[config.mk]
export PLATFORM = sky130hd
export DESIGN_NAME = bsfm_top
export DESIGN_NICKNAME = d
export VERILOG_FILES = /design/src/design/bsfm_pkg.sv /design/src/design/bsfm_top.sv /design/src/design/bsfm_timer.sv
export SDC_FILE = /design/constraint.sdc
export NUM_CORES = 1
export LEC_CHECK = 0
export BUFFER_PORTS_ARGS = -buffer_cell sky130_fd_sc_hd__buf_4
export CAP_MARGIN = 10
export CORE_MARGIN = 2
export CORE_UTILIZATION = 60
export DETAILED_ROUTE_END_ITERATION = 6
export GPL_TIMING_DRIVEN = 0
export PLACE_DENSITY = 0.86
export SETUP_SLACK_MARGIN = 0.1
export SYNTH_ARGS = -nofsm -noshare
export SYNTH_HDL_FRONTEND = slang
export SYNTH_SLANG_ARGS = --single-unit
[constraint.sdc]
create_clock -name clk_sys -period 7.2 [get_ports clk_sys]
set_clock_uncertainty 0.2 [all_clocks]
set_input_delay 0.36 -clock clk_sys [delete_from_list [all_inputs] [get_ports clk_sys]]
set_output_delay 0.36 -clock clk_sys [all_outputs]
set_load 0.02 [all_outputs]
[src/design/bsfm_pkg.sv]
// Package: constants, states and carriers of the boost startup fault monitor
package bsfm_pkg;

  // ****************************************
  // Clock and timing
  // ****************************************
  localparam int unsigned CLK_HZ = 25_000_000;
  localparam int unsigned LIN_TIMEOUT_US = 560;
  localparam int unsigned SS1_TIMEOUT_US = 128;
  localparam int unsigned SS2_TIMEOUT_US = 384;
  localparam int unsigned ILIM_SUSTAIN_US = 50;
  localparam int unsigned FIRST_RETRY_US = 5200;
  localparam int unsigned RETRY_US = 5000;
  localparam int unsigned STAT_PULSE_US = 128;
  localparam int unsigned WDOG_S = 32;

  // Times convert exactly at a whole-MHz clock, none below one cycle
  function automatic int unsigned us_to_cyc(input int unsigned us);
    int unsigned c;
    c = (CLK_HZ / 1_000_000) * us;
    return (c == 0) ? 1 : c;
  endfunction

  localparam int unsigned LIN_CYC = us_to_cyc(LIN_TIMEOUT_US);
  localparam int unsigned SS1_CYC = us_to_cyc(SS1_TIMEOUT_US);
  localparam int unsigned SS2_CYC = us_to_cyc(SS2_TIMEOUT_US);
  localparam int unsigned ILIM_CYC = us_to_cyc(ILIM_SUSTAIN_US);
  localparam int unsigned STAT_CYC = us_to_cyc(STAT_PULSE_US);
  localparam int unsigned FIRST_RETRY_CYC = us_to_cyc(FIRST_RETRY_US);
  localparam int unsigned RETRY_CYC = us_to_cyc(RETRY_US);
  localparam longint unsigned WDOG_CYC = longint'(CLK_HZ) * WDOG_S;

  localparam int CNT_W = 32;

  // ****************************************
  // Register map
  // ****************************************
  localparam logic [7:0] CTRL0_ADDR = 8'h00;
  localparam logic [7:0] CTRL1_ADDR = 8'h01;
  localparam logic [7:0] SPCHG_ADDR = 8'h05;
  localparam logic [7:0] MON_ADDR = 8'h10;
  localparam int CTRL0_KICK_BIT = 7;
  localparam int CTRL0_BOOST_BIT = 3;
  localparam int CTRL0_FAULT_LSB = 0;
  localparam int CTRL1_HIGHZ_BIT = 1;
  localparam int CTRL1_REQ_BIT = 0;
  localparam int SPCHG_AUXDIS_BIT = 6;
  localparam logic [7:0] CTRL1_RESET = 8'h30;
  localparam logic [7:0] SPCHG_RESET = 8'h00;

  // ****************************************
  // Boost fault codes
  // ****************************************
  localparam logic [2:0] FLT_NONE = 3'h0;
  localparam logic [2:0] FLT_BUS_OV = 3'h1;
  localparam logic [2:0] FLT_SOFTSTART = 3'h2;
  localparam logic [2:0] FLT_BAT_UV = 3'h3;
  localparam logic [2:0] FLT_THERMAL = 3'h5;
  localparam logic [2:0] FLT_TIMER = 3'h6;

  typedef enum logic [2:0] {
    ST_OFF = 3'b000,
    ST_LIN = 3'b001,
    ST_SS1 = 3'b010,
    ST_SS2 = 3'b011,
    ST_RUN = 3'b100,
    ST_WAIT = 3'b101
  } bsfm_state_e;

  // Analog comparator results
  typedef struct packed {
    logic mid_above_bat_m400;
    logic mid_above_bat;
    logic bus_within_5pct;
    logic bus_ovp;
    logic bat_above_uvlo;
    logic bat_above_short;
    logic bat_above_lowv;
    logic die_hot_shutdown;
    logic die_above_120;
    logic fb_above_ref;
    logic peak_ilim;
    logic termination_comparator;
    logic linear_charge_flag;
    logic charge_loop_flag;
    logic input_limit_flag;
    logic bus_valid_flag;
    logic const_voltage_flag;
  } bsfm_sense_s;

  // Power stage drives
  typedef struct packed {
    logic block_bat_bus;
    logic lin_source_en;
    logic switch_en;
    logic ilim_half;
    logic loop_closed;
    logic stage_high_z;
    logic aux_regulator_en;
    logic stat_pulse;
  } bsfm_drive_s;

  // Register port from the serial engine
  typedef struct packed {
    logic wr;
    logic rd;
    logic [7:0] addr;
    logic [7:0] wdata;
  } bsfm_reg_req_s;

endpackage

[src/design/bsfm_top.sv]
// Boost startup sequencer, fault monitor and status registers
`timescale 1ns/10ps
module bsfm_top #(
  parameter longint unsigned WDOG_CYCLES = bsfm_pkg::WDOG_CYC,
  parameter int unsigned FIRST_RETRY_CYCLES = bsfm_pkg::FIRST_RETRY_CYC,
  parameter int unsigned RETRY_CYCLES = bsfm_pkg::RETRY_CYC
) (
  input wire logic clk_sys,
  input wire logic sys_rst,
  input wire logic host_port_boost_pin,
  input wire logic pin_boost_enable,
  input wire bsfm_pkg::bsfm_sense_s sense,
  input wire bsfm_pkg::bsfm_reg_req_s reg_req,
  output logic [7:0] reg_rdata,
  output bsfm_pkg::bsfm_drive_s drive,
  output logic boost_run_state
);
  import bsfm_pkg::*;

  // ****************************************
  // State
  // ****************************************
  typedef struct packed {
    bsfm_state_e fsm;
    logic high_z_bit;
    logic boost_request_bit;
    logic aux_out_disable;
    logic [2:0] fault;
    logic pin_started;
    logic [CNT_W-1:0] stat_cnt;
    logic [CNT_W-1:0] ilim_cnt;
    logic [39:0] wdog_cnt;
    logic retry_first;
    logic [7:0] rdata;
    bsfm_drive_s drv;
    logic run_flag;
  } bsfm_top_s;

  bsfm_top_s st_reg;
  bsfm_top_s st_next;

  logic tmr_load;
  logic [CNT_W-1:0] tmr_val;
  logic tmr_abort;
  logic tmr_expired;

  bsfm_timer #(
    .W(CNT_W)
  ) u_timer (
    .clk_sys(clk_sys),
    .sys_rst(sys_rst),
    .load(tmr_load),
    .load_val(tmr_val),
    .abort(tmr_abort),
    .expired(tmr_expired)
  );

  function automatic logic [CNT_W-1:0] cyc(input int unsigned c);
    return CNT_W'(c);
  endfunction

  // ****************************************
  // Combinational decode
  // ****************************************
  logic pin_en;
  logic reg_en;
  logic boost_en;
  logic in_boost;
  logic [7:0] mon;
  logic fault_now;
  logic [2:0] fault_code;
  logic bat_cmp;

  always_comb begin
    pin_en = pin_boost_enable & host_port_boost_pin;
    reg_en = st_reg.boost_request_bit & ~st_reg.high_z_bit;
    // Pin enable overrides the high-z bit
    boost_en = pin_en | reg_en;
    in_boost = (st_reg.fsm != ST_OFF) && (st_reg.fsm != ST_WAIT);

    // Threshold chosen by mode
    if (in_boost) begin
      bat_cmp = sense.bat_above_uvlo;
    end else if (st_reg.high_z_bit) begin
      bat_cmp = sense.bat_above_lowv;
    end else begin
      bat_cmp = sense.bat_above_short;
    end

    // Raw unqualified status
    mon = {sense.termination_comparator, bat_cmp,
           sense.linear_charge_flag, sense.die_above_120,
           sense.charge_loop_flag, sense.input_limit_flag,
           sense.bus_valid_flag, sense.const_voltage_flag};

    // Priority: thermal, battery, overvoltage, startup
    fault_code = FLT_NONE;
    if (in_boost) begin
      if (sense.die_hot_shutdown) begin
        fault_code = FLT_THERMAL;
      end else if (!sense.bat_above_uvlo) begin
        fault_code = FLT_BAT_UV;
      end else if (sense.bus_ovp) begin
        fault_code = FLT_BUS_OV;
      end else if (tmr_expired &&
                   (st_reg.fsm == ST_LIN || st_reg.fsm == ST_SS2)) begin
        fault_code = FLT_SOFTSTART;
      end else if (st_reg.fsm == ST_RUN && sense.peak_ilim &&
                   st_reg.ilim_cnt >= cyc(ILIM_CYC)) begin
        fault_code = FLT_SOFTSTART;
      end
    end
    fault_now = fault_code != FLT_NONE;
  end

  // ****************************************
  // Next state
  // ****************************************
  always_comb begin
    st_next = st_reg;
    tmr_load = 1'b0;
    tmr_val = '0;
    tmr_abort = 1'b0;
    st_next.rdata = st_reg.rdata;

    // Register writes
    if (reg_req.wr) begin
      unique case (reg_req.addr)
        CTRL0_ADDR: begin
          if (reg_req.wdata[CTRL0_KICK_BIT]) begin
            st_next.wdog_cnt = '0;
          end
        end
        CTRL1_ADDR: begin
          st_next.high_z_bit = reg_req.wdata[CTRL1_HIGHZ_BIT];
          st_next.boost_request_bit = reg_req.wdata[CTRL1_REQ_BIT];
        end
        SPCHG_ADDR: begin
          st_next.aux_out_disable = reg_req.wdata[SPCHG_AUXDIS_BIT];
        end
        default: begin
        end
      endcase
    end

    // Register reads
    if (reg_req.rd) begin
      unique case (reg_req.addr)
        CTRL0_ADDR: begin
          st_next.rdata = {1'b0, host_port_boost_pin, 2'b00,
                           in_boost, st_reg.fault};
          // Reading the fault field clears it
          st_next.fault = FLT_NONE;
        end
        CTRL1_ADDR: begin
          st_next.rdata = {6'h0c, st_reg.high_z_bit,
                           st_reg.boost_request_bit};
        end
        SPCHG_ADDR: begin
          st_next.rdata = {1'b0, st_reg.aux_out_disable, 6'h00};
        end
        MON_ADDR: st_next.rdata = mon;
        default: st_next.rdata = 8'h00;
      endcase
    end

    // Sustained current limit count in run state
    if (st_reg.fsm == ST_RUN && sense.peak_ilim) begin
      if (st_reg.ilim_cnt < cyc(ILIM_CYC)) begin
        st_next.ilim_cnt = st_reg.ilim_cnt + cyc(1);
      end
    end else begin
      st_next.ilim_cnt = '0;
    end

    // Status pulse stretch
    if (st_reg.stat_cnt != '0) begin
      st_next.stat_cnt = st_reg.stat_cnt - cyc(1);
    end

    // Watchdog runs only while boosting
    if (in_boost && !(reg_req.wr && reg_req.addr == CTRL0_ADDR &&
                      reg_req.wdata[CTRL0_KICK_BIT])) begin
      st_next.wdog_cnt = st_reg.wdog_cnt + 40'(1);
    end else if (!in_boost) begin
      st_next.wdog_cnt = '0;
    end

    unique case (st_reg.fsm)
      ST_OFF: begin
        if (boost_en && sense.bat_above_uvlo) begin
          st_next.fsm = ST_LIN;
          st_next.pin_started = pin_en;
          tmr_load = 1'b1;
          tmr_val = cyc(LIN_CYC);
        end
      end
      ST_LIN: begin
        if (sense.mid_above_bat_m400 && !fault_now) begin
          st_next.fsm = ST_SS1;
          tmr_load = 1'b1;
          tmr_val = cyc(SS1_CYC);
        end
      end
      ST_SS1: begin
        if (sense.bus_within_5pct) begin
          st_next.fsm = ST_RUN;
          tmr_abort = 1'b1;
        end else if (tmr_expired) begin
          st_next.fsm = ST_SS2;
          tmr_load = 1'b1;
          tmr_val = cyc(SS2_CYC);
        end
      end
      ST_SS2: begin
        if (sense.bus_within_5pct && !fault_now) begin
          st_next.fsm = ST_RUN;
          tmr_abort = 1'b1;
        end
      end
      ST_RUN: begin
      end
      ST_WAIT: begin
        if (!pin_en) begin
          st_next.fsm = ST_OFF;
          tmr_abort = 1'b1;
        end else if (tmr_expired) begin
          st_next.fsm = ST_LIN;
          st_next.pin_started = 1'b1;
          tmr_load = 1'b1;
          tmr_val = cyc(LIN_CYC);
        end
      end
      default: begin
        st_next.fsm = ST_OFF;
      end
    endcase

    // Disable while running: back to off, counting aborted
    if (in_boost && !boost_en) begin
      st_next.fsm = ST_OFF;
      st_next.boost_request_bit = 1'b0;
      tmr_abort = 1'b1;
    end else if (fault_now) begin
      st_next.fault = fault_code;
      st_next.boost_request_bit = 1'b0;
      st_next.stat_cnt = cyc(STAT_CYC);
      if (st_reg.pin_started && pin_en) begin
        st_next.fsm = ST_WAIT;
        tmr_load = 1'b1;
        tmr_val = st_reg.retry_first ? cyc(RETRY_CYCLES) :
                  cyc(FIRST_RETRY_CYCLES);
        st_next.retry_first = 1'b1;
      end else begin
        st_next.fsm = ST_OFF;
        tmr_abort = 1'b1;
      end
    end

    if (st_reg.fsm == ST_RUN && st_next.fsm == ST_RUN) begin
      st_next.retry_first = 1'b0;
    end
    if (!pin_en) begin
      st_next.retry_first = 1'b0;
    end

    // Watchdog expiry: control bits back to reset values, fault field set to FLT_TIMER
    if (in_boost && st_reg.wdog_cnt >= 40'(WDOG_CYCLES)) begin
      st_next.fsm = ST_OFF;
      st_next.high_z_bit = CTRL1_RESET[CTRL1_HIGHZ_BIT];
      st_next.boost_request_bit = 1'b0;
      st_next.aux_out_disable = SPCHG_RESET[SPCHG_AUXDIS_BIT];
      st_next.fault = FLT_TIMER;
      st_next.stat_cnt = cyc(STAT_CYC);
      st_next.wdog_cnt = '0;
      st_next.retry_first = 1'b0;
      tmr_abort = 1'b1;
    end

    // Power stage outputs, from the next state
    st_next.drv.block_bat_bus = (st_next.fsm == ST_OFF) ||
                                (st_next.fsm == ST_WAIT);
    st_next.drv.stage_high_z = st_next.drv.block_bat_bus;
    st_next.drv.lin_source_en = st_next.fsm == ST_LIN;
    st_next.drv.ilim_half = st_next.fsm == ST_SS1;
    st_next.drv.loop_closed = st_next.fsm == ST_RUN;
    st_next.drv.switch_en = (st_next.fsm == ST_SS1) ||
                            (st_next.fsm == ST_SS2) ||
                            (st_next.fsm == ST_RUN &&
                             !sense.fb_above_ref);
    st_next.drv.aux_regulator_en = sense.mid_above_bat &&
                                   !st_next.drv.switch_en &&
                                   st_next.drv.block_bat_bus &&
                                   !st_next.high_z_bit &&
                                   !st_next.aux_out_disable;
    st_next.drv.stat_pulse = st_next.stat_cnt != '0;
    st_next.run_flag = st_next.fsm == ST_RUN;
  end

  // ****************************************
  // Registers
  // ****************************************
  always_ff @(posedge clk_sys or posedge sys_rst) begin
    if (sys_rst) begin
      st_reg <= '0;
      st_reg.fsm <= ST_OFF;
      st_reg.high_z_bit <= CTRL1_RESET[CTRL1_HIGHZ_BIT];
      st_reg.boost_request_bit <= CTRL1_RESET[CTRL1_REQ_BIT];
      st_reg.aux_out_disable <= SPCHG_RESET[SPCHG_AUXDIS_BIT];
      st_reg.drv.block_bat_bus <= 1'b1;
      st_reg.drv.stage_high_z <= 1'b1;
    end else begin
      st_reg <= st_next;
    end
  end

  assign reg_rdata = st_reg.rdata;
  assign drive = st_reg.drv;
  assign boost_run_state = st_reg.run_flag;
endmodule

[src/design/bsfm_timer.sv]
// Reloadable down-counter used for every startup and retry interval
`timescale 1ns/10ps
module bsfm_timer #(
  parameter int W = 32
) (
  input wire logic clk_sys,
  input wire logic sys_rst,
  input wire logic load,
  input wire logic [W-1:0] load_val,
  input wire logic abort,
  output logic expired
);
  typedef struct packed {
    logic [W-1:0] cnt;
    logic run;
    logic done;
  } bsfm_timer_s;

  bsfm_timer_s st_reg;
  bsfm_timer_s st_next;

  always_comb begin
    st_next = st_reg;
    st_next.done = 1'b0;
    if (abort) begin
      st_next.run = 1'b0;
      st_next.cnt = '0;
    end else if (load) begin
      st_next.run = 1'b1;
      st_next.cnt = load_val;
    end else if (st_reg.run) begin
      if (st_reg.cnt <= W'(1)) begin
        st_next.run = 1'b0;
        st_next.done = 1'b1;
      end else begin
        st_next.cnt = st_reg.cnt - W'(1);
      end
    end
  end

  always_ff @(posedge clk_sys or posedge sys_rst) begin
    if (sys_rst) begin
      st_reg <= '0;
    end else begin
      st_reg <= st_next;
    end
  end

  assign expired = st_reg.done;
endmodule

Yosys cells after proc, flatten, opt, wreduce, memory -nomap -nowiden
Index checks and enable logic that the tools add are counted.
- add/sub/neg operators: 4
- order comparisons: 4
- bitwise operators: 4
- muxes and demuxes: 86
- reduce and logical (&&, ||, !) cells: 46
- equal/unequal tests: 26
- operators with widths (operator ; count):
    2-to-1 mux 32 bit ; 10
    2-to-1 mux 40 bit ; 5
    2-to-1 mux 14 bit ; 5
    2-to-1 mux 33 bit ; 2
    nonzero test 32 bit ; 2
    subtractor 32 x 1 -> 32 bit, second input constant ; 2
    case mux 14 bit (4 select lines) ; 1
    2-to-1 mux 3 bit ; 17
    2-to-1 mux 41 bit ; 1
    adder 40 x 1 -> 40 bit, second input constant ; 1
    greater-or-equal comparator 40 x 30 -> 1 bit, second input constant ; 1
    2-to-1 mux 34 bit ; 1
    adder 32 x 1 -> 32 bit, second input constant ; 1
    greater-or-equal comparator 32 x 11 -> 1 bit, second input constant ; 1
    <= comparator 32 x 1 -> 1 bit, second input constant ; 1
    < comparator 32 x 11 -> 1 bit, second input constant ; 1
    case mux 8 bit (4 select lines) ; 1
    2-to-1 mux 1 bit ; 30
    logical AND 1 bit ; 19
    case mux 3 bit (6 select lines) ; 1
    == test 3 bit, second input constant ; 5
    2-to-1 mux 13 bit ; 1
    == test 3 x 2 -> 1 bit, second input constant ; 4
    2-to-1 mux 12 bit ; 1
    27 further kinds ; 56
- bits in registers: 164
- logic and storage cells: 191
- input port bits: 39
- output and inout bits: 17

Depth between registers and ports, before layout
Gate-level depths: netlist of run 1.
- depth after elaboration: 25
- depth in mapped cells: 12
- mapped depth without buffers: 11

Cells and area by module
From an unflattened synthesis of run 1, not the netlist that was laid out.
- cell total of the unflattened synthesis: 959
- area total of the unflattened synthesis: 9004.9 um^2
- modules (own cells, without submodules) (module ; times used ; cells each ; area an instance (um^2) ; seq. area each (um^2)):
    bsfm_top ; 1 ; 691 ; 6632.6 ; 3254.4
    bsfm_timer ; 1 ; 268 ; 2372.3 ; 850.8

Worst setup path after synthesis of run 1
OpenSTA, ideal clock, no wires.
- kind: flip-flop to flip-flop
- start: reg st_reg[106] (netlist bit)
- end: reg st_reg (netlist bit drive[0])
- setup time: 0.138 ns
- required time: 6.862 ns
- period minus slack after synthesis: 2.898 ns
- cell stages (with the launch flop): 11
- arrival time: 2.561 ns
- setup slack: 4.302 ns
- buffers on the path: 2
- path through: dfrtp_1 > buf_2 > or4_4 > or4_4 > o31ai_4 > buf_6 > nor3_1 > a211oi_2 > o21ai_1 > a2111oi_2 > nand4_1
- RTL lines (element ; line ; source):
    start: declaration ; bsfm_top.sv:39 ; bsfm_top_s st_reg;
    start signal: assignment ; bsfm_top.sv:313 ; st_reg <= st_next;

Worst setup path after layout of run 1
- start: reg st_reg[81] (netlist bit)
- end: reg u_timer.st_reg[6] (netlist bit)
- word-level cells in the longest chain between the ends: 19
- elaborated cells between the ends (all ways): 30
- those cells by class: 1 x order compare; 1 x eq/ne; 21 x mux; 7 x reduce/logical
- ends and longest elaborated chain (element ; line ; source):
    greater-or-equal comparator 32 x 11 -> 1 bit (*) ; bsfm_top.sv:109 ; st_reg.ilim_cnt >= cyc(ILIM_CYC)) begin
    logical AND 1 bit (*) ; bsfm_top.sv:108 ; end else if (st_reg.fsm == ST_RUN && sense.peak_ilim &&
    2-to-1 mux 2 bit (*) ; bsfm_top.sv:108 ;
    2-to-1 mux 2 bit (*) ; bsfm_top.sv:105 ; end else if (tmr_expired &&
    2-to-1 mux 2 bit (*) ; bsfm_top.sv:103 ; end else if (sense.bus_ovp) begin
    2-to-1 mux 2 bit (*) ; bsfm_top.sv:101 ; end else if (!sense.bat_above_uvlo) begin
    2-to-1 mux 3 bit (*) ; bsfm_top.sv:99 ; if (sense.die_hot_shutdown) begin
    2-to-1 mux 3 bit (*) ; bsfm_top.sv:98 ; if (in_boost) begin
    (+3 left out) ; -- ;
    2-to-1 mux 1 bit ; bsfm_top.sv:216 ; if (sense.bus_within_5pct && !fault_now) begin
    case mux 1 bit (3 select lines) ; bsfm_top.sv:189 ; unique case (st_reg.fsm)
    2-to-1 mux 1 bit ; bsfm_top.sv:248 ; if (st_reg.pin_started && pin_en) begin
    2-to-1 mux 1 bit ; bsfm_top.sv:244 ; end else if (fault_now) begin
    2-to-1 mux 1 bit ; bsfm_top.sv:240 ; if (in_boost && !boost_en) begin
    2-to-1 mux 1 bit ; bsfm_top.sv:268 ; if (in_boost && st_reg.wdog_cnt >= 40'(WDOG_CYCLES)) begin
    != test 3 bit (no line) / nonzero test 3 bit (equally long branches) ; -- ;
    AND reduction 2 bit (no line) ; -- ;
    end signal: assignment ; bsfm_timer.sv:45 ; st_reg <= st_next;
    end: declaration ; bsfm_timer.sv:19 ; bsfm_timer_s st_reg;
Every way passes the cells marked *; elsewhere a longest branch is shown, timed or not.
A chain may end at the register's enable or synchronous reset.

==> qor.yml, run 1 <==
status: "finished, final reports clean"
diodes: 0
critPathBufInv: 1
ioPinCount: 56
die_area_um2: 15500
min_period_ns: 3.482
crit_family: "compound AO/OA/AOI/OAI gates"
wl_per_cell_um: 16.07
htreeDepth: 4
synth_edf_count: 0
final_antenna_net_count: 0
async_reset_ff_frac: 1.000
post-dp-hpwl_mm: 13.25
io_buffers: 50
stdcell_count: 1235
fp.dieW_um: 124.5
grt_pass1_wl_mm: 33.18
critPathMaxStageDelay_ns: 0.69
placed_cells: 1198
synth_area_um2: 8712
synth_top_area_share: 0.4682
slowest_stage: "o31ai_1"
critical_path_arrival_ns: 3.63
die_y_um: 124.5
period_share: 0.4836
critPathCaptureType: "flop"
place_congestion: 0.9250
fin_setup_tns_ns: 0
clkTransAtPathRegs_ns: 0.06
synthCells: 954
fillers: 1069
yosys-top-cells-area: "dfrtp_1, nor2_1, xnor2_1, xor2_1, nand2_1"
grt_use_total: 0.2604
vias_per_cell: 5.943
largest_register_ffs: 115
drt_iter0_drc: 547
start_util: 0.6063
hold_viol_final: 0
rsz0062_at_grt: "false"
max_freq_ghz: 0.2872
clock_path_buffers: 2
irDropWorstVdd_mv: 0.2305
synthFlopType: "dfrtp_1"
overflow: 0
cp_max_fo: 10
grt_pass1_vias: 7188
synth.distinct_cells: 81
slew_headroom: 0.4499
crit_required_ns: 7.34
area_growth_pct: 15.11
cellPowerDensity_nw_per_um2: 318.5
synth_common_cells: "dfrtp_1, nor2_1, nand2_1"
antenna_found_initial: 0
cts_inserted_buffers: 17
crit_type: "flop to flop"
insertion_delay_ns: 0.43
rows: 44
syn_avg_cell_area_um2: 9.132
num_vias: 7339
crit_chain: "nor4_1 > nand2_1 > o31ai_1 > a21oi_2 > a21boi_2 > and2_1 > clkbuf_1 > o21ai_0 > a31oi_1"
cts_resized: 0
setup_viol: 0
yosysSeqAreaShare: 0.4712
ys_warn_count: 0
cts_tree: "built"
slew_violations: 0
synth_largest_area_cell: "dfrtp_1"
maxCapViolCount: 0
nets: 1085
drtPass1Iterations: 5
wl_mm: 19.85
cts-root-buf: "clkbuf_16"
core-area_um2: 14370
ys_ff_latch: 164
max_slew.worst_pin.slew_ns: 0.8137
startpoint_type: "flop"
drc: 0
leakage_nw: 4.393
hp-class: "primary input to flop"
grt_max_degree: 130
layout-drive-gt1-share: 0.1246
cts_sinks: 164
-- metal layers --
layer / vias up / global-route usage / part of all wire
met4: 0 / 0.09121 / 0.020
met2: 221 / 0.4320 / 0.50
met5: - / 0 / 0
li1: 3521 / - / -
met1: 3558 / 0.3410 / 0.43
met3: 39 / 0.05498 / 0.050
-- final cells by class --
class | instances | area, um2 | share of cell area
Sequential cell | 164 | 4105 | 0.4094
Buffer | 52 | 275.3 | 0.02745
Inverter | 23 | 93.84 | 0.009357
Clock inverter | 13 | 148.9 | 0.01485
Clock buffer | 19 | 442.9 | 0.04417
Timing Repair Buffer | 56 | 452.9 | 0.04517
Multi-Input combinational cell | 724 | 4279 | 0.4267
Tap cell | 184 | 230.2 | 0.02296
-- stage by stage --
| stage | area, um2 | hold slack, ns | setup slack, ns | power [mW] | util |
|---|---|---|---|---|---|
| 6_report | 10030 | 0.008376 | 3.718 | 3.194 | 0.6979 |
| 5_1_grt | 10030 | 0.01323 | 3.470 | 3.380 | 0.6979 |
| 4_1_cts | 10030 | 0.001007 | 3.774 | 3.195 | 0.6979 |
| 3_5_place_dp | 9387 | 0.1433 | 3.732 | 2.280 | 0.6533 |
| 3_3_place_gp | 9351 | 0.2535 | 0.5336 | 2.251 | 0.6508 |
| 2_1_floorplan | 8746 | 0.2380 | 2.208 | 1.993 | - |
-- power breakdown --
part | internal [mW] | switching, mW | leakage [nW]
logic | 0.428 | 0.694 | 1.92
registers | 1.05 | 0.120 | 2.21
clock network | 0.524 | 0.381 | 0.269
total | 2.00 | 1.19 | 4.39
-- final timing paths --
path / start / endpoint / slack, ns / depth (start not counted)
max in group asynchronous: sys_rst / st_reg[18] / 5.66 / 4
max: st_reg[81] / u_timer.st_reg[6] / 3.72 / 9
min reg2reg: st_reg[124] / st_reg[124] / 0.27 / 2
min in group asynchronous: sys_rst / st_reg[95] / 0.26 / 3
min: reg_req[1] / st_reg[128] / 0.008 / 3
max reg2reg: st_reg[81] / u_timer.st_reg[6] / 3.72 / 9
-- cells by family after synthesis --
group,count (synthesis),synth area share
flip-flops,164,0.4712
other,1,0.0004304
multiplexers,9,0.01048
AO/OA/AOI/OAI,157,0.1199
buffers and inverters,75,0.04150
XOR/XNOR,81,0.08143
adder cells (fa/ha/maj),8,0.01149
AND/OR/NAND/NOR,459,0.2635
-- cell usage in the layout, fill, tap and decap left out, types with 15 or more instances in the layout --
cell       synthesis  final
or3_1             23     23
a21oi_1           48     48
a31oi_1           18     18
clkbuf_1          26     27
nand3_1           35     35
and3_1            15     15
nand4_1           16     16
dfrtp_1          163    163
clkbuf_16          0     17
nor3_1            31     31
xor2_1            35     35
buf_4             17     67
o21ai_0           26     26
inv_1             23     22
xnor2_1           46     46
nor4_1            28     28
nor2_1           163    163
and2_1            15     15
nand2_1           76     76
-- worst register-to-register path, cell delays in order (launching register included) --
cell and delay (ns):
dfrtp_1 0.41, nor4_1 0.36, nand2_1 0.17, o31ai_1 0.69, a21oi_2 0.24, a21boi_2 0.47, and2_1 0.21, clkbuf_1 0.33
o21ai_0 0.15, a31oi_1 0.19
-- what timing repair did --
action	CTS	global route
hold buffers	5	0
endpoints found under the setup margin	0	0
buffers inserted	0	0
hold endpoints to repair	39	0
Note: power is estimated with default switching activity, not from simulation.
==> run 2, diff against run 1 <==
ABC_AREA = 1   (was unset)
clock period = 3.53 ns   (was 7.2 ns; I/O delays follow)
==> run 2 against run 1 <==
Maximum frequency rose by 9.6%; total power rose to 2.9 times the previous value; sequential power rose by 100%; first-iteration DRC count rose by 4.0%; clock power rose by 110%; setup slack got worse by 3.4 ns; largest power group is now combinational logic.
==> qor.yml, run 2 <==
min_period_ns: 3.176
critPathBufInv: 1
final_cell_mix: "nand2_1, nor2_1, dfrtp_1, inv_1, buf_4"
cts_setup_buffers: 0
ioPinCount: 56
slew_headroom: 0.1080
synth_common_cells: "nand2_1, nor2_1, dfrtp_1"
slew_violations: 0
num_vias: 8111
status: "finished, final reports clean"
synth_top_family_by_area: "simple AND/OR/NAND/NOR gates"
layout-drive-gt1-share: 0.1503
insertion_delay_ns: 0.44
setup_ws_ns: 0.3538
cellPowerDensity_nw_per_um2: 867.9
grt_max_degree: 43
cts-root-buf: "clkbuf_16"
vias_per_cell: 5.436
stdcell_count: 1492
synthAdderAreaFrac: 0.01089
rows: 45
period_share: 0.8998
htreeDepth: 4
syn_avg_cell_area_um2: 7.771
maxCapViolCount: 0
irDropWorstVdd_mv: 0.5996
async_reset_ff_frac: 1.000
cts_inserted_buffers: 17
nets: 1338
crit_required_ns: 3.65
yosysSeqAreaShare: 0.4466
yosys.area_share.simple: 0.3111
place_ws_ns: 0.5269
hold_viol_final: 0
die_y_um: 127.8
drt_iter0_drc: 569
antenna_found_initial: 0
start_util: 0.6092
rsz0062_at_grt: "false"
hp-class: "primary input to flop"
critical_path_arrival_ns: 3.30
synth_area_um2: 9193
synth_edf_count: 0
largest_register_ffs: 115
max_slew.worst_pin.slew_ns: 1.326
critPathMaxStageDelay_ns: 1.02
slowest_stage: "nor4_1"
ys_ff_latch: 164
leakage_nw: 5.343
io_buffers: 51
crit_chain: "inv_1 > ha_1 > nand2_1 > nor2_1 > nand3_1 > o21ai_0 > nor4_1 > xnor2_1 > a21oi_1 > nor3_1 > nand2_1 > nor2_1 > nand2_1"
area_growth_pct: 17.18
final_common_cell: "nand2_1"
fp.dieW_um: 127.8
synth_largest_area_cell: "dfrtp_1"
grt_pass1_wl_mm: 35.36
drc: 0
crit_type: "flop to flop"
diodes: 0
clkTransAtPathRegs_ns: 0.06
cts_sinks: 164
fin_setup_tns_ns: 0
synthCells: 1183
synth.distinct_cells: 61
synth_most_common_cell: "nand2_1"
final_antenna_net_count: 0
core-area_um2: 15090
synth_compound_area_frac: 0.09569
post_dp_cell_area_um2: 9928
wl_mm: 21.14
placed_cells: 1435
max_freq_ghz: 0.3148
overflow: 0
critPathCaptureType: "flop"
synthFlopType: "dfrtp_1"
wl_per_cell_um: 14.17
synthMuxAreaShare: 0.001089
post-dp-hpwl_mm: 14.80
final_area_um2: 10770
crit_family: "simple AND/OR/NAND/NOR gates"
clock_path_buffers: 2
whs_ns: 0.02108
cp_max_fo: 5
cts_tree: "built"
synth_top_area_share: 0.4437
setup_viol: 0
grt_pass1_vias: 7843
crit_path_frequent_cell: "nand2_1"
ys_warn_count: 0
die_area_um2: 16330
drtPass1Iterations: 5
yosys-top-cells-area: "dfrtp_1, nand2_1, nor2_1, inv_1, nand3_1"
grt_use_total: 0.2700
startpoint_type: "flop"
place_congestion: 0.9583
synth_xor_area_frac: 0.04097
==> run 2: cell count changes after synthesis, sizes merged, moves of 19 or more <==
cell and change:
o21ai +28, nand3 +20, inv +144, nand2 +169, clkbuf -19, nor2 +56, nor3 +21, or3 -21
xnor2 -32
==> run 2: timing repair <==
item / 4_1_cts / 5_1_grt
resized for setup: 0 / 0
hold buffers: 25 / 0
endpoints found under the hold margin: 69 / 0
==> run 2: area by class of cell <==
class	count	area, um2
Tap cell	188	235.2
Clock inverter	13	150.1
Buffer	32	220.2
Multi-Input combinational cell	827	4264
Inverter	169	640.6
Clock buffer	19	442.9
Timing Repair Buffer	80	713.2
Sequential cell	164	4105
Fill cell	1111	4318
==> run 2: cells by family after synthesis <==
logic type / count (synthesis)
AOI/OAI and AO/OA: 142
and+or+nand+nor: 623
DFF: 164
other: 1
buffers and inverters: 201
xor gates and xnor gates: 43
muxes: 1
adders and majority gates: 8
==> run 2: where the power goes <==
| part | leakage [nW] | total (mW) | internal [mW] | switching [mW] |
|---|---|---|---|---|
| sequential | 2.22 | 2.37 | 2.13 | 0.238 |
| combinational | 2.84 | 5.11 | 1.85 | 3.26 |
| clock | 0.285 | 1.86 | 1.07 | 0.795 |
==> run 2: final timing paths <==
path | endpoint | slack [ns] | cells after the start | from
min in group asynchronous | st_reg[78] | 0.12 | 3 | sys_rst
max in group asynchronous | st_reg[30] | 1.95 | 6 | sys_rst
max reg2reg | drive[0] | 0.35 | 13 | st_reg[90]
max | drive[0] | 0.35 | 13 | st_reg[90]
min | reg_rdata[3] | 0.02 | 5 | reg_req[8]
min reg2reg | st_reg[18] | 0.27 | 1 | st_reg[18]
==> run 2: worst register-to-register path, stage by stage, from the launching register on <==
cell and delay, ns:
dfrtp_1 0.37, inv_1 0.10, ha_1 0.24, nand2_1 0.07
nor2_1 0.04, nand3_1 0.09, o21ai_0 0.11, nor4_1 1.02
xnor2_1 0.28, a21oi_1 0.11, nor3_1 0.13, nand2_1 0.07
nor2_1 0.16, nand2_1 0.07
==> run 2: through the flow <==
stage          total power, mW    util
3_3_place_gp             7.274  0.6527
6_report                 9.349  0.7138
4_1_cts                  9.319  0.7138
5_1_grt                  10.04  0.7138
2_1_floorplan            6.375       -
3_5_place_dp             7.391  0.6580
==> run 2: per-layer routing <==
layer / GRT usage / wire [um]
met3: 0.05342 / 1296
met1: 0.3552 / 9120
met5: 0 / 0
met2: 0.4394 / 10070
met4: 0.1151 / 652
==> run 3, diff against run 2 <==
PLACE_DENSITY = 0.83   (was 0.86)
==> run 3 against run 2 <==
Final cell count about the same; highest routed layer unchanged; register-to-register slack improved by 0.02 ns; die area unchanged; via count decreased by 2.1%; total power increased by 2.2%; combinational power increased by 1%; wire length increased by 0.89%; largest power group unchanged; core utilization increased by 0.26 points; sequential cell count unchanged; clock-buffer cell count decreased by 2.
==> qor.yml, run 3 (synthesis gave the netlist of run 2 again) <==
status: "finished, final reports clean"
rsz0062_at_grt: "false"
fin_setup_tns_ns: 0
seqCellArea_um2: 4105
post-dp-hpwl_mm: 15.25
critPathBufInv: 0
met2_length_mm: 10.71
nets: 1337
crit_chain: "nor2_1 > nand2_1 > nor2_4 > nand2_1 > o21ai_0 > nor4_1 > nand2_1 > xnor2_1 > nand2_1 > nand2_1 > nor2_1 > nand2_1 > nor2_1 > nand2_1"
final_common_cell: "nand2_1"
diodes: 0
m1WireLength_mm: 9.304
start_util: 0.6092
drc: 0
slew_violations: 0
cts_resized: 0
antenna_found_initial: 0
power_mw: 9.550
layout-drive-gt1-share: 0.1512
drtPass1Iterations: 5
crit_family: "simple AND/OR/NAND/NOR gates"
grt_pass1_vias: 7906
grt_use_total: 0.2776
period_share: 0.8935
critPathCaptureType: "flop"
hp-class: "primary input to flop"
cp_max_fo: 7
fillers: 1178
slowest_stage: "nor4_1"
die_area_um2: 16330
hold_viol_final: 0
setup_viol: 0
largest_register_ffs: 115
overflow: 0
wl_per_cell_um: 14.30
die_y_um: 127.8
clock_path_buffers: 2
cellPowerDensity_nw_per_um2: 883.4
grt_pass1_wl_mm: 36.45
irDropWorstVdd_mv: 0.8933
num_vias: 7938
wl_mm: 21.33
insertion_delay_ns: 0.43
maxCapViolCount: 0
cts_sinks: 164
area_growth_pct: 17.60
io_buffers: 51
htreeDepth: 4
clkTransAtPathRegs_ns: 0.07
vias_per_cell: 5.324
critPathMaxStageDelay_ns: 0.99
final_cell_mix: "nand2_1, nor2_1, dfrtp_1, inv_1, buf_4"
crit_required_ns: 3.64
crit_type: "flop to flop"
multiInputGateArea_um2: 4264
min_period_ns: 3.154
final_antenna_net_count: 0
max_freq_ghz: 0.3171
rows: 45
top_layer_used: "met4"
max_slew.worst_pin.slew_ns: 1.287
crit_path_frequent_cell: "nand2_1"
slew_headroom: 0.1344
core-area_um2: 15090
critical_path_arrival_ns: 3.27
grt_max_degree: 42
fp.dieW_um: 127.8
drt_iter0_drc: 502
met3WireLength_mm: 1.042
ioPinCount: 56
cts-root-buf: "clkbuf_16"
place_congestion: 0.9268
cts_tree: "built"
cts_inserted_buffers: 17
startpoint_type: "flop"
leakage_nw: 5.364
[run 3: per-stage QoR]
| step | worst slack [ns] | hold slack [ns] | util | std cells | instance area [um2] |
|---|---|---|---|---|---|
| after floorplan | 1.070 | 0.08383 | - | 1192 | 9230 |
| after global placement | 0.08707 | 0.1708 | 0.6527 | 1431 | 9848 |
| after detailed placement | 0.4758 | 0.03300 | 0.6580 | 1435 | 9928 |
| after CTS | 0.4332 | 0.01773 | 0.7164 | 1491 | 10810 |
| after global routing | 0.1846 | 0.07875 | 0.7164 | 1491 | 10810 |
| final | 0.3759 | 0.03588 | 0.7164 | 1491 | 10810 |
[run 3: worst paths after layout]
| kind | startpoint | to | slack (ns) | depth (start not counted) |
|---|---|---|---|---|
| min | reg_req[11] | reg_rdata[6] | 0.04 | 6 |
| min reg2reg | st_reg[18] | st_reg[18] | 0.27 | 1 |
| max reg2reg | st_reg[98] | drive[0] | 0.38 | 14 |
| min in group asynchronous | sys_rst | st_reg[80] | 0.15 | 3 |
| max | st_reg[98] | drive[0] | 0.38 | 14 |
| max in group asynchronous | sys_rst | st_reg[26] | 1.66 | 7 |
[run 3: where the power goes]
group / internal, mW / switching (mW) / total [mW]
combinational: 1.85 / 3.31 / 5.16
clock: 1.21 / 0.816 / 2.02
sequential: 2.13 / 0.234 / 2.37
[run 3: area by class of cell]
cell class,count,area share
multi-input combinational,827,0.3944
sequential,164,0.3797
timing repair buffer,79,0.06505
inverter,169,0.05926
clock buffer,17,0.03935
tap,188,0.02176
buffer,32,0.02037
clock inverter,15,0.02002
[run 3: per-layer routing]
layer	vias to the layer above	GRT usage
met5	-	0
met1	3738	0.3622
met3	30	0.04925
met4	0	0.08016
met2	192	0.4775
li1	3978	-
[run 3: timing repair]
action | CTS | global route
hold buffers | 24 | 0
hold endpoints to repair | 72 | 0
buffers inserted | 0 | 0
[run 3: worst register-to-register path, cell delays in order (launching register included)]
cell	delay, ns
dfrtp_1	0.40
nor2_1	0.11
nand2_1	0.17
nor2_4	0.08
nand2_1	0.13
o21ai_0	0.13
nor4_1	0.99
nand2_1	0.16
xnor2_1	0.19
nand2_1	0.08
nand2_1	0.06
nor2_1	0.08
nand2_1	0.08
nor2_1	0.12
nand2_1	0.06
